[src/verilog/dpm_pkg.sv]
// Shared constants, carriers and state types for the per-port MII logic.
package dpm_pkg;

  localparam int CLK_HZ       = 20_000_000;
  localparam int CLK_10_HZ    = 2_500_000;
  localparam int CLK_100_HZ   = 25_000_000;
  localparam int HALF_10_INT  = (CLK_HZ / (2 * CLK_10_HZ)) < 1 ? 1 : CLK_HZ / (2 * CLK_10_HZ);
  localparam int HALF_100_INT = (CLK_HZ / (2 * CLK_100_HZ)) < 1 ? 1 : CLK_HZ / (2 * CLK_100_HZ);
  localparam int DIV_W        = 4;
  localparam logic [DIV_W-1:0] HALF_10_CYC  = DIV_W'(HALF_10_INT);
  localparam logic [DIV_W-1:0] HALF_100_CYC = DIV_W'(HALF_100_INT);

  localparam logic [1:0] INIT_CYC      = 2'h3;
  localparam logic [5:0] PREAMBLE_LEN  = 6'h20;
  localparam logic [4:0] HDR_LAST      = 5'h0C;
  localparam logic [4:0] DATA_LAST     = 5'h0F;
  localparam logic [1:0] OP_READ       = 2'h2;
  localparam logic [1:0] OP_WRITE      = 2'h1;
  localparam logic [4:0] CTRL_REG_ADDR = 5'h00;
  localparam int CTRL_RESET_BIT  = 15;
  localparam int CTRL_SPEED_BIT  = 13;
  localparam int CTRL_DUPLEX_BIT = 8;

  localparam int FIFO_DEPTH = 16;
  localparam int RX_WORD_W  = 5;

  typedef struct packed {
    logic       en;
    logic       er;
    logic [3:0] data;
  } dpm_tx_s;

  typedef struct packed {
    logic       dv;
    logic       er;
    logic [3:0] data;
  } dpm_rx_s;

  typedef struct packed {
    logic speed_100;
    logic full_duplex;
  } dpm_cfg_s;

  typedef struct packed {
    dpm_tx_s    mac_tx;
    logic       mdc;
    logic       mdio;
    logic       strap;
    logic [3:0] addr_high;
    logic       speed;
    logic       duplex;
    logic       line_clk;
    dpm_rx_s    line_rx;
  } dpm_pins_s;

  typedef enum logic [1:0] {MD_PRE, MD_HDR, MD_TA, MD_DATA} dpm_mdio_e;

endpackage : dpm_pkg

[src/verilog/dpm_port.sv]
// One MII port of the dual PHY: clocks, nibble paths, carrier/collision and management slave.
`timescale 1ns/1ns
`default_nettype none

////////////////////////////////////////////////////////////////////////////////
module dpm_fifo
#(
  parameter int WIDTH = 5,
  parameter int DEPTH = 16
)
(
  input  wire logic             clk_i,
  input  wire logic             reset_n_i,
  input  wire logic             flush_i,
  input  wire logic             in_valid_i,
  output logic                  in_ready_o,
  input  wire logic [WIDTH-1:0] in_data_i,
  output logic                  out_valid_o,
  input  wire logic             out_ready_i,
  output logic      [WIDTH-1:0] out_data_o
);
  localparam int AW = $clog2(DEPTH);

  logic [WIDTH-1:0] mem [DEPTH];
  logic [AW-1:0]    wr_ptr;
  logic [AW-1:0]    rd_ptr;
  logic [AW:0]      count;
  logic [AW-1:0]    next_wr_ptr;
  logic [AW-1:0]    next_rd_ptr;
  logic [AW:0]      next_count;
  logic             push;
  logic             pop;

  // Full and empty are kept as registers so both handshakes leave straight from flops.
  always_comb
  begin
    push        = in_valid_i && in_ready_o;
    pop         = out_valid_o && out_ready_i;
    next_wr_ptr = wr_ptr + AW'(push);
    next_rd_ptr = rd_ptr + AW'(pop);
    next_count  = count + (AW+1)'(push) - (AW+1)'(pop);
    if (flush_i)
    begin
      next_wr_ptr = '0;
      next_rd_ptr = '0;
      next_count  = '0;
    end
  end

  always_ff @(posedge clk_i or negedge reset_n_i)
  begin
    if (!reset_n_i)
    begin
      wr_ptr      <= '0;
      rd_ptr      <= '0;
      count       <= '0;
      in_ready_o  <= 1'h0;
      out_valid_o <= 1'h0;
    end
    else
    begin
      wr_ptr      <= next_wr_ptr;
      rd_ptr      <= next_rd_ptr;
      count       <= next_count;
      in_ready_o  <= next_count != (AW+1)'(DEPTH);
      out_valid_o <= next_count != '0;
    end
  end

  always_ff @(posedge clk_i)
  begin
    if (push && !flush_i)
    begin
      mem[wr_ptr] <= in_data_i;
    end
  end

  assign out_data_o = mem[rd_ptr];

endmodule : dpm_fifo

////////////////////////////////////////////////////////////////////////////////
module dpm_port
#(
  parameter int PORT_INDEX = 0,
  parameter int RX_DEPTH   = dpm_pkg::FIFO_DEPTH
)
(
  input  wire logic             clk_i,
  input  wire logic             reset_n_i,
  input  wire dpm_pkg::dpm_tx_s mii_tx_i,
  output logic                  mii_txclk_o,
  output logic                  mii_rxclk_o,
  output dpm_pkg::dpm_rx_s      mii_rx_o,
  output logic                  mii_crs_o,
  output logic                  mii_col_o,
  input  wire logic             mdc_i,
  input  wire logic             mdio_i,
  output logic                  mdio_o,
  output logic                  mdio_oe_n_o,
  input  wire logic             management_disable_strap_i,
  input  wire logic [3:0]       phy_address_strap_high_i,
  input  wire logic             speed_pin_i,
  input  wire logic             duplex_pin_i,
  input  wire logic             line_rx_clk_i,
  input  wire dpm_pkg::dpm_rx_s line_rx_i,
  output logic                  line_rx_ready_o,
  output dpm_pkg::dpm_tx_s      line_tx_o,
  output logic [4:0]            phy_address_o,
  output dpm_pkg::dpm_cfg_s     cfg_o
);
  import dpm_pkg::*;

  dpm_pins_s        pins_a;
  dpm_pins_s        pins_s;
  logic             mdc_prev;
  logic             line_clk_prev;
  logic             mdc_rise;
  logic             line_rise;
  logic             normal;

  logic [1:0]       init_cnt;
  logic             mgmt_off;
  dpm_mdio_e        md_state;
  logic [5:0]       md_ones;
  logic [4:0]       md_cnt;
  logic [12:0]      md_hdr;
  logic [15:0]      md_shift;
  logic [1:0]       next_init_cnt;
  dpm_cfg_s         next_cfg;
  logic             next_mgmt_off;
  logic [4:0]       next_phy_addr;
  dpm_mdio_e        next_md_state;
  logic [5:0]       next_md_ones;
  logic [4:0]       next_md_cnt;
  logic [12:0]      next_md_hdr;
  logic [15:0]      next_md_shift;
  logic             next_mdio_o;
  logic             next_mdio_oe_n;
  logic [12:0]      hdr_word;
  logic [15:0]      wr_word;
  logic [15:0]      rd_word;
  logic             soft_req;

  logic [DIV_W-1:0] div_cnt;
  logic [DIV_W-1:0] next_div_cnt;
  logic [DIV_W-1:0] half;
  logic             next_link_clk;
  logic             rise_evt;
  logic             fall_evt;
  dpm_tx_s          next_line_tx;
  dpm_rx_s          next_mii_rx;
  logic             next_crs;
  logic             next_col;
  logic             rx_busy;
  logic             fifo_out_valid;
  logic             fifo_ready;
  logic [RX_WORD_W-1:0] fifo_out_data;

  ////////////////////////////////////////////////////////////////////////////////
  // Every pin passes two flops; edges of the management and line clocks are found here.
  always_ff @(posedge clk_i or negedge reset_n_i)
  begin
    if (!reset_n_i)
    begin
      pins_a        <= '0;
      pins_s        <= '0;
      mdc_prev      <= 1'h0;
      line_clk_prev <= 1'h0;
    end
    else
    begin
      pins_a        <= {mii_tx_i, mdc_i, mdio_i, management_disable_strap_i, phy_address_strap_high_i,
                        speed_pin_i, duplex_pin_i, line_rx_clk_i, line_rx_i};
      pins_s        <= pins_a;
      mdc_prev      <= pins_s.mdc;
      line_clk_prev <= pins_s.line_clk;
    end
  end

  assign mdc_rise  = pins_s.mdc && !mdc_prev;
  assign line_rise = pins_s.line_clk && !line_clk_prev;
  assign normal    = init_cnt == 2'h0;

  ////////////////////////////////////////////////////////////////////////////////
  // Reset sequencing, strap capture and the management serial slave.
  always_comb
  begin
    next_init_cnt  = init_cnt;
    next_cfg       = cfg_o;
    next_mgmt_off  = mgmt_off;
    next_phy_addr  = phy_address_o;
    next_md_state  = md_state;
    next_md_ones   = md_ones;
    next_md_cnt    = md_cnt;
    next_md_hdr    = md_hdr;
    next_md_shift  = md_shift;
    next_mdio_o    = mdio_o;
    next_mdio_oe_n = mdio_oe_n_o;
    soft_req       = 1'h0;
    hdr_word       = {md_hdr[11:0], pins_s.mdio};
    wr_word        = {md_shift[14:0], pins_s.mdio};
    rd_word        = '0;
    rd_word[CTRL_SPEED_BIT]  = cfg_o.speed_100;
    rd_word[CTRL_DUPLEX_BIT] = cfg_o.full_duplex;
    if (init_cnt != 2'h0)
    begin
      // Straps are caught on the last init cycle, once the synchronisers hold real pin levels.
      next_init_cnt  = init_cnt - 2'h1;
      next_md_state  = MD_PRE;
      next_md_ones   = '0;
      next_mdio_oe_n = 1'h1;
      if (init_cnt == 2'h1)
      begin
        next_cfg.speed_100   = pins_s.speed;
        next_cfg.full_duplex = pins_s.duplex;
        next_mgmt_off        = pins_s.strap;
        next_phy_addr        = {pins_s.addr_high, 1'(PORT_INDEX)};
      end
    end
    else if (mgmt_off)
    begin
      next_mdio_oe_n = 1'h1;
      next_md_state  = MD_PRE;
    end
    else if (mdc_rise)
    begin
      case (md_state)
        MD_PRE:
        begin
          if (pins_s.mdio)
          begin
            next_md_ones = (md_ones == PREAMBLE_LEN) ? md_ones : md_ones + 6'h01;
          end
          else if (md_ones == PREAMBLE_LEN)
          begin
            next_md_state = MD_HDR;
            next_md_cnt   = '0;
          end
          else
          begin
            next_md_ones = '0;
          end
        end
        MD_HDR:
        begin
          next_md_hdr = hdr_word;
          next_md_cnt = md_cnt + 5'h01;
          if (md_cnt == HDR_LAST)
          begin
            next_md_ones  = '0;
            next_md_cnt   = '0;
            next_md_state = MD_TA;
            next_md_shift = (hdr_word[4:0] == CTRL_REG_ADDR) ? rd_word : 16'h0000;
            if (!hdr_word[12] || hdr_word[9:5] != phy_address_o ||
                (hdr_word[11:10] != OP_READ && hdr_word[11:10] != OP_WRITE))
            begin
              next_md_state = MD_PRE;
            end
          end
        end
        MD_TA:
        begin
          if (md_cnt == 5'h00)
          begin
            next_md_cnt = 5'h01;
            if (md_hdr[11:10] == OP_READ)
            begin
              // The station has let go during the first turnaround bit; claim the line now.
              next_mdio_o    = 1'h0;
              next_mdio_oe_n = 1'h0;
            end
          end
          else
          begin
            next_md_state = MD_DATA;
            next_md_cnt   = '0;
            if (md_hdr[11:10] == OP_READ)
            begin
              next_mdio_o   = md_shift[15];
              next_md_shift = {md_shift[14:0], 1'h0};
            end
          end
        end
        MD_DATA:
        begin
          next_md_cnt = md_cnt + 5'h01;
          if (md_hdr[11:10] == OP_WRITE)
          begin
            next_md_shift = wr_word;
            if (md_cnt == DATA_LAST)
            begin
              next_md_state = MD_PRE;
              if (md_hdr[4:0] == CTRL_REG_ADDR)
              begin
                next_cfg.speed_100   = wr_word[CTRL_SPEED_BIT];
                next_cfg.full_duplex = wr_word[CTRL_DUPLEX_BIT];
                if (wr_word[CTRL_RESET_BIT])
                begin
                  soft_req      = 1'h1;
                  next_init_cnt = INIT_CYC;
                end
              end
            end
          end
          else if (md_cnt == DATA_LAST)
          begin
            next_mdio_oe_n = 1'h1;
            next_md_state  = MD_PRE;
          end
          else
          begin
            next_mdio_o   = md_shift[15];
            next_md_shift = {md_shift[14:0], 1'h0};
          end
        end
        default:
        begin
          next_md_state = MD_PRE;
        end
      endcase
    end
  end

  always_ff @(posedge clk_i or negedge reset_n_i)
  begin
    if (!reset_n_i)
    begin
      init_cnt      <= INIT_CYC;
      cfg_o         <= '0;
      mgmt_off      <= 1'h1;
      phy_address_o <= '0;
      md_state      <= MD_PRE;
      md_ones       <= '0;
      md_cnt        <= '0;
      md_hdr        <= '0;
      md_shift      <= '0;
      mdio_o        <= 1'h0;
      mdio_oe_n_o   <= 1'h1;
    end
    else
    begin
      init_cnt      <= next_init_cnt;
      cfg_o         <= next_cfg;
      mgmt_off      <= next_mgmt_off;
      phy_address_o <= next_phy_addr;
      md_state      <= next_md_state;
      md_ones       <= next_md_ones;
      md_cnt        <= next_md_cnt;
      md_hdr        <= next_md_hdr;
      md_shift      <= next_md_shift;
      mdio_o        <= next_mdio_o;
      mdio_oe_n_o   <= next_mdio_oe_n;
    end
  end

  ////////////////////////////////////////////////////////////////////////////////
  // Receive buffer between the line clock and the generated receive clock.
  dpm_fifo #(
    .WIDTH (RX_WORD_W),
    .DEPTH (RX_DEPTH)
  ) u_rx_fifo (
    .clk_i       (clk_i),
    .reset_n_i   (reset_n_i),
    .flush_i     (!normal),
    .in_valid_i  (line_rise && pins_s.line_rx.dv && normal),
    .in_ready_o  (fifo_ready),
    .in_data_i   ({pins_s.line_rx.er, pins_s.line_rx.data}),
    .out_valid_o (fifo_out_valid),
    .out_ready_i (fall_evt),
    .out_data_o  (fifo_out_data)
  );

  assign line_rx_ready_o = fifo_ready;

  ////////////////////////////////////////////////////////////////////////////////
  // MII clocks, transmit sampling, receive launch, carrier and collision.
  // A 20 MHz clock cannot make 25 MHz; the fast rate runs at the quickest toggle available.
  always_comb
  begin
    half          = cfg_o.speed_100 ? HALF_100_CYC : HALF_10_CYC;
    next_div_cnt  = div_cnt + 4'h1;
    next_link_clk = mii_txclk_o;
    rise_evt      = 1'h0;
    fall_evt      = 1'h0;
    if (div_cnt >= half - 4'h1)
    begin
      next_div_cnt  = '0;
      next_link_clk = !mii_txclk_o;
      rise_evt      = !mii_txclk_o;
      fall_evt      = mii_txclk_o;
    end
    next_line_tx = line_tx_o;
    if (!normal)
    begin
      next_line_tx = '0;
    end
    else if (rise_evt)
    begin
      next_line_tx.en   = pins_s.mac_tx.en;
      next_line_tx.data = pins_s.mac_tx.data;
      next_line_tx.er   = pins_s.mac_tx.en && pins_s.mac_tx.er && cfg_o.speed_100;
    end
    next_mii_rx = mii_rx_o;
    if (!normal)
    begin
      next_mii_rx = '0;
    end
    else if (fall_evt)
    begin
      next_mii_rx.dv   = fifo_out_valid;
      next_mii_rx.er   = fifo_out_valid && fifo_out_data[4];
      next_mii_rx.data = fifo_out_valid ? fifo_out_data[3:0] : 4'h0;
    end
    rx_busy  = pins_s.line_rx.dv || mii_rx_o.dv;
    next_crs = normal && (rx_busy || (!cfg_o.full_duplex && pins_s.mac_tx.en));
    next_col = normal && !cfg_o.full_duplex && pins_s.mac_tx.en && pins_s.line_rx.dv;
  end

  always_ff @(posedge clk_i or negedge reset_n_i)
  begin
    if (!reset_n_i)
    begin
      div_cnt     <= '0;
      mii_txclk_o <= 1'h0;
      mii_rxclk_o <= 1'h0;
      line_tx_o   <= '0;
      mii_rx_o    <= '0;
      mii_crs_o   <= 1'h0;
      mii_col_o   <= 1'h0;
    end
    else
    begin
      div_cnt     <= next_div_cnt;
      mii_txclk_o <= next_link_clk;
      mii_rxclk_o <= next_link_clk;
      line_tx_o   <= next_line_tx;
      mii_rx_o    <= next_mii_rx;
      mii_crs_o   <= next_crs;
      mii_col_o   <= next_col;
    end
  end
endmodule : dpm_port

`default_nettype wire

[config.mk]
export PLATFORM = sky130hd
export DESIGN_NAME = dpm_port
export DESIGN_NICKNAME = d
export VERILOG_FILES = /design/src/verilog/dpm_pkg.sv /design/src/verilog/dpm_port.sv
export SDC_FILE = /design/constraint.sdc
export NUM_CORES = 1
export LEC_CHECK = 0
export BUFFER_PORTS_ARGS = -buffer_cell sky130_fd_sc_hd__buf_2
export CAP_MARGIN = 15
export CORE_ASPECT_RATIO = 1.2
export CORE_MARGIN = 2
export CORE_UTILIZATION = 44
export DETAILED_ROUTE_END_ITERATION = 10
export SLEW_MARGIN = 20
export SYNTH_ARGS = -nofsm -noshare
export SYNTH_HDL_FRONTEND = slang
export SYNTH_SLANG_ARGS = --single-unit
export TNS_END_PERCENT = 100
[constraint.sdc]
create_clock -name clk_i -period 7.3 [get_ports clk_i]
set_input_delay 1.46 -clock clk_i [delete_from_list [all_inputs] [get_ports clk_i]]
set_output_delay 1.46 -clock clk_i [all_outputs]
set_load 0.005 [all_outputs]
==> results.yml <==
run_status:
  status: "finished clean"
global_route:
  grt_pass1_wl_mm: 26.10
  grt_max_degree: 85
  met3_usage_pct: 2.705
  track_usage_pct: 15.77
  grt_pass1_vias: 5051
  gr-usage-met1_pct: 19.19
  antenna_found_initial: 0
  grt_use_met2_pct: 28.72
  grt_overflow: 0
  grt-busiest-layer: "met2"
clocking:
  root_buffer: "clkbuf_16"
  cts_buffer_depth: 3
  cts-buffers-inserted: 22
  clkLatencyLatePin_ns: 0.50
  cts_hold_buf: 0
  numClockSinks: 212
  htree_levels: 1
  cts_resized: 0
  post_cts_buffers: 0
  cts_tree: "done"
  clkTransAtPathRegs_ns: 0.06
synth:
  yosys_warnings: 0
  synthAdderAreaFrac_pct: 2.841
  async_reset_ff_share_pct: 62.26
  synth-simple-area-share_pct: 9.101
  ys_seq_area_share_pct: 66.14
  ys.flop_type: "dfrtp_1"
  synthDominantCellAreaShare_pct: 37.10
  synth_xor_area_share_pct: 1.420
  synth_top_family_by_area: "multiplexers"
  ys_ff_latch: 212
  avgSynthCellArea_sq_um: 14.73
  syn_inst: 586
  muxShareOfSynthArea_pct: 12.48
  synth_edf_count: 80
  synth_compound_area_share_pct: 5.174
  synth_area_leaders: "dfrtp_1, edfxtp_1, mux4_2"
  netlist_area_sq_mm: 0.008633
  synth_top_cell_by_area: "dfrtp_1"
  synth_cell_types: 64
layout:
  final_net_count: 683
  design_area_sq_mm: 0.009869
  synthToLayoutAreaGrowth_pct: 14.32
  drive_above_1_share_pct: 21.98
  diodes: 0
  regArea_sq_mm: 0.005710
  fillers: 1685
  multiInputGateArea_sq_mm: 0.002685
place:
  place_area_sq_mm: 0.009115
  place_ws_ns: 3.532
  io_buffers: 48
  place.gp.congestion: 0.7970
  dp_hpwl_mm: 10.69
detailed_routing:
  wl_mm: 15.88
  route.detailed.drc: 0
  viasPerCell: 5.210
  dr.first_iter.drc_count: 240
  drt-pass1-iter-count: 4
  vias: 4772
  wl_per_cell_um: 17.34
  final_antenna_net_count: 0
timing:
  slew_headroom_pct: 34.83
  tns_ns: 0
  setup_ws_ns: 3.501
  rsz0062_at_grt: "no"
  holdWs_ns: 0.3484
  fmax_mhz: 263.2
  clock_skew_ns: 0.01065
  worst_pin_slew_ns: 0.9775
  period_share_pct: 52.04
  fin_crit_ns: 3.799
  hold_viol_final: 0
  slew_viol_final: 0
  setup_viol: 0
floorplanning:
  start_util_pct: 44.48
  rows: 56
  die_height_um: 157.4
  fp.dieW_um: 131.9
  ios: 50
  die-area_sq_mm: 0.02076
  coreArea_sq_mm: 0.01941
power_and_ir_drop:
  p_per_area_mw_per_mm2: 330.8
  power_leakage_uw: 0.004054
  ir_worst_vdd_mv: 0.1881
critical_path:
  crit_fanout: 9
  crit_required_ns: 7.66
  cp_slowest_stage_delay_ns: 0.61
  worstSetupStartpointType: "flip-flop"
  crit_path_end_kind: "flip-flop"
  arrival_ns: 4.16
  slowest_stage: "or4b_2"
  worst-setup-path-type: "reg2reg"
  critical_path.cell_chain: "inv_1, ha_1, nor2b_1, o21ai_1, and3_1, xor2_1, ha_1, inv_1, fa_1, xor2_1, nand3b_1, mux2i_1, or4b_2"
job:
  drv_cap: 0
hold_path:
  hold_class: "reg2reg"
## critical path, delay by kind of cell (launching register included)
| family | cells | cell delay (ns) |
|---|---|---|
| AO/OA/AOI/OAI | 1 | 0.48 |
| XOR/XNOR | 2 | 0.43 |
| adder cells (fa/ha/maj) | 3 | 0.90 |
| buffers and inverters | 2 | 0.14 |
| flip-flops | 1 | 0.40 |
| multiplexers | 1 | 0.20 |
| AND/OR/NAND/NOR | 4 | 1.10 |
## layout by cell type (no fill, tap or decap), types with 3 or more instances in the layout
master	n
dfstp_2	4
nand3_1	17
mux2i_1	35
clkbuf_16	24
a21o_1	4
nor3_1	13
and3_1	5
and2_1	8
dfrtp_1	128
a22o_1	9
mux2_2	20
buf_2	47
xnor2_1	6
nand3b_1	4
nor2_1	28
o211ai_1	5
o21ai_0	15
o21a_1	3
mux4_2	20
ha_1	18
nand2b_1	5
or3b_2	3
edfxtp_1	80
xor2_1	8
nor2b_1	10
o31ai_1	5
a21oi_1	11
nand2_1	28
inv_1	34
clkinv_2	5
## final cells by class
| class | instances | area share [%] |
|---|---|---|
| repair buffers | 50 | 2.688 |
| inverters | 35 | 1.331 |
| well taps | 261 | 3.309 |
| clock inverters | 11 | 1.166 |
| multi-input cells | 319 | 27.21 |
| flip-flops and latches | 212 | 57.86 |
| clock buffers | 28 | 6.440 |
## registers in the layout, indices dropped and copies added, names as in the netlist, 5 cells and up
register / cells
md_cnt: 5
md_ones: 6
u_rx_fifo.count: 5
mii_rx_o: 6
u_rx_fifo.mem: 80
md_hdr: 12
line_tx_o: 6
pins_a: 22
pins_s: 21
md_shift: 16
## synth_stat cells (4+ instances only)
| master | number |
|---|---|
| a21oi_1 | 11 |
| nand2b_1 | 5 |
| a21o_1 | 4 |
| nor2_1 | 28 |
| mux4_2 | 20 |
| ha_1 | 18 |
| nor2b_1 | 10 |
| dfstp_2 | 4 |
| and3_1 | 5 |
| o21ai_0 | 15 |
| edfxtp_1 | 80 |
| buf_4 | 4 |
| o211ai_1 | 5 |
| mux2_2 | 20 |
| nor3_1 | 13 |
| inv_1 | 34 |
| dfrtp_1 | 128 |
| nand2_1 | 28 |
| buf_2 | 7 |
| mux2i_1 | 35 |
| and2_1 | 8 |
| a22o_1 | 9 |
| o31ai_1 | 5 |
| nand3b_1 | 4 |
| xor2_1 | 8 |
| clkbuf_1 | 7 |
| nand3_1 | 17 |
| xnor2_1 | 6 |
## kinds of logic (layout without fill, tap and decap cells)
kind of cell | after synthesis | after routing
AOI/OAI and AO/OA | 65 | 65
muxes | 79 | 79
buffers and inverters | 56 | 124
adders and majority gates | 19 | 19
and+or+nand+nor | 140 | 140
xor gates and xnor gates | 14 | 14
DFF | 212 | 212
other | 1 | 2
## per-stage QoR
step	cells	total power (uW)	util, %
6_report	916	3265	50.85
5_1_grt	916	3442	50.85
4_1_cts	916	3310	50.83
3_5_place_dp	877	2163	46.96
3_3_place_gp	877	2135	46.96
2_1_floorplan	587	1942	-
## where the power goes
group	internal [uW]	leakage [uW]	total (uW)	switching (uW)
Clock	688	0.000368	1140	450
Combinational	326	0.00131	638	312
Sequential	1350	0.00237	1490	142
Total	2360	0.00405	3260	904
## per-layer routing
metal / up-vias / wire [um]
met5: - / 0
met4: 0 / 354
met3: 30 / 543
met2: 63 / 8382
met1: 2447 / 6603
li1: 2232 / -
## final timing paths
path / start / endpoint / slack [ns] / cells past startpoint
hold / removal: pins_a[3]$_DFF_PN0_ / pins_s[3]$_DFF_PN0_ / 0.35 / 0
max in group asynchronous: reset_n_i / pins_s[2]$_DFF_PN0_ / 5.33 / 2
min in group asynchronous: reset_n_i / pins_a[11]$_DFF_PN0_ / 0.88 / 1
setup / recovery: cfg_o[1]$_DFFE_PN0P_ / u_rx_fifo.in_ready_o$_DFF_PN0_ / 3.50 / 13
hold reg to reg: pins_a[3]$_DFF_PN0_ / pins_s[3]$_DFF_PN0_ / 0.35 / 0
setup reg to reg: cfg_o[1]$_DFFE_PN0P_ / u_rx_fifo.in_ready_o$_DFF_PN0_ / 3.50 / 13
No activity file was read; power rests on OpenSTA's default activity.
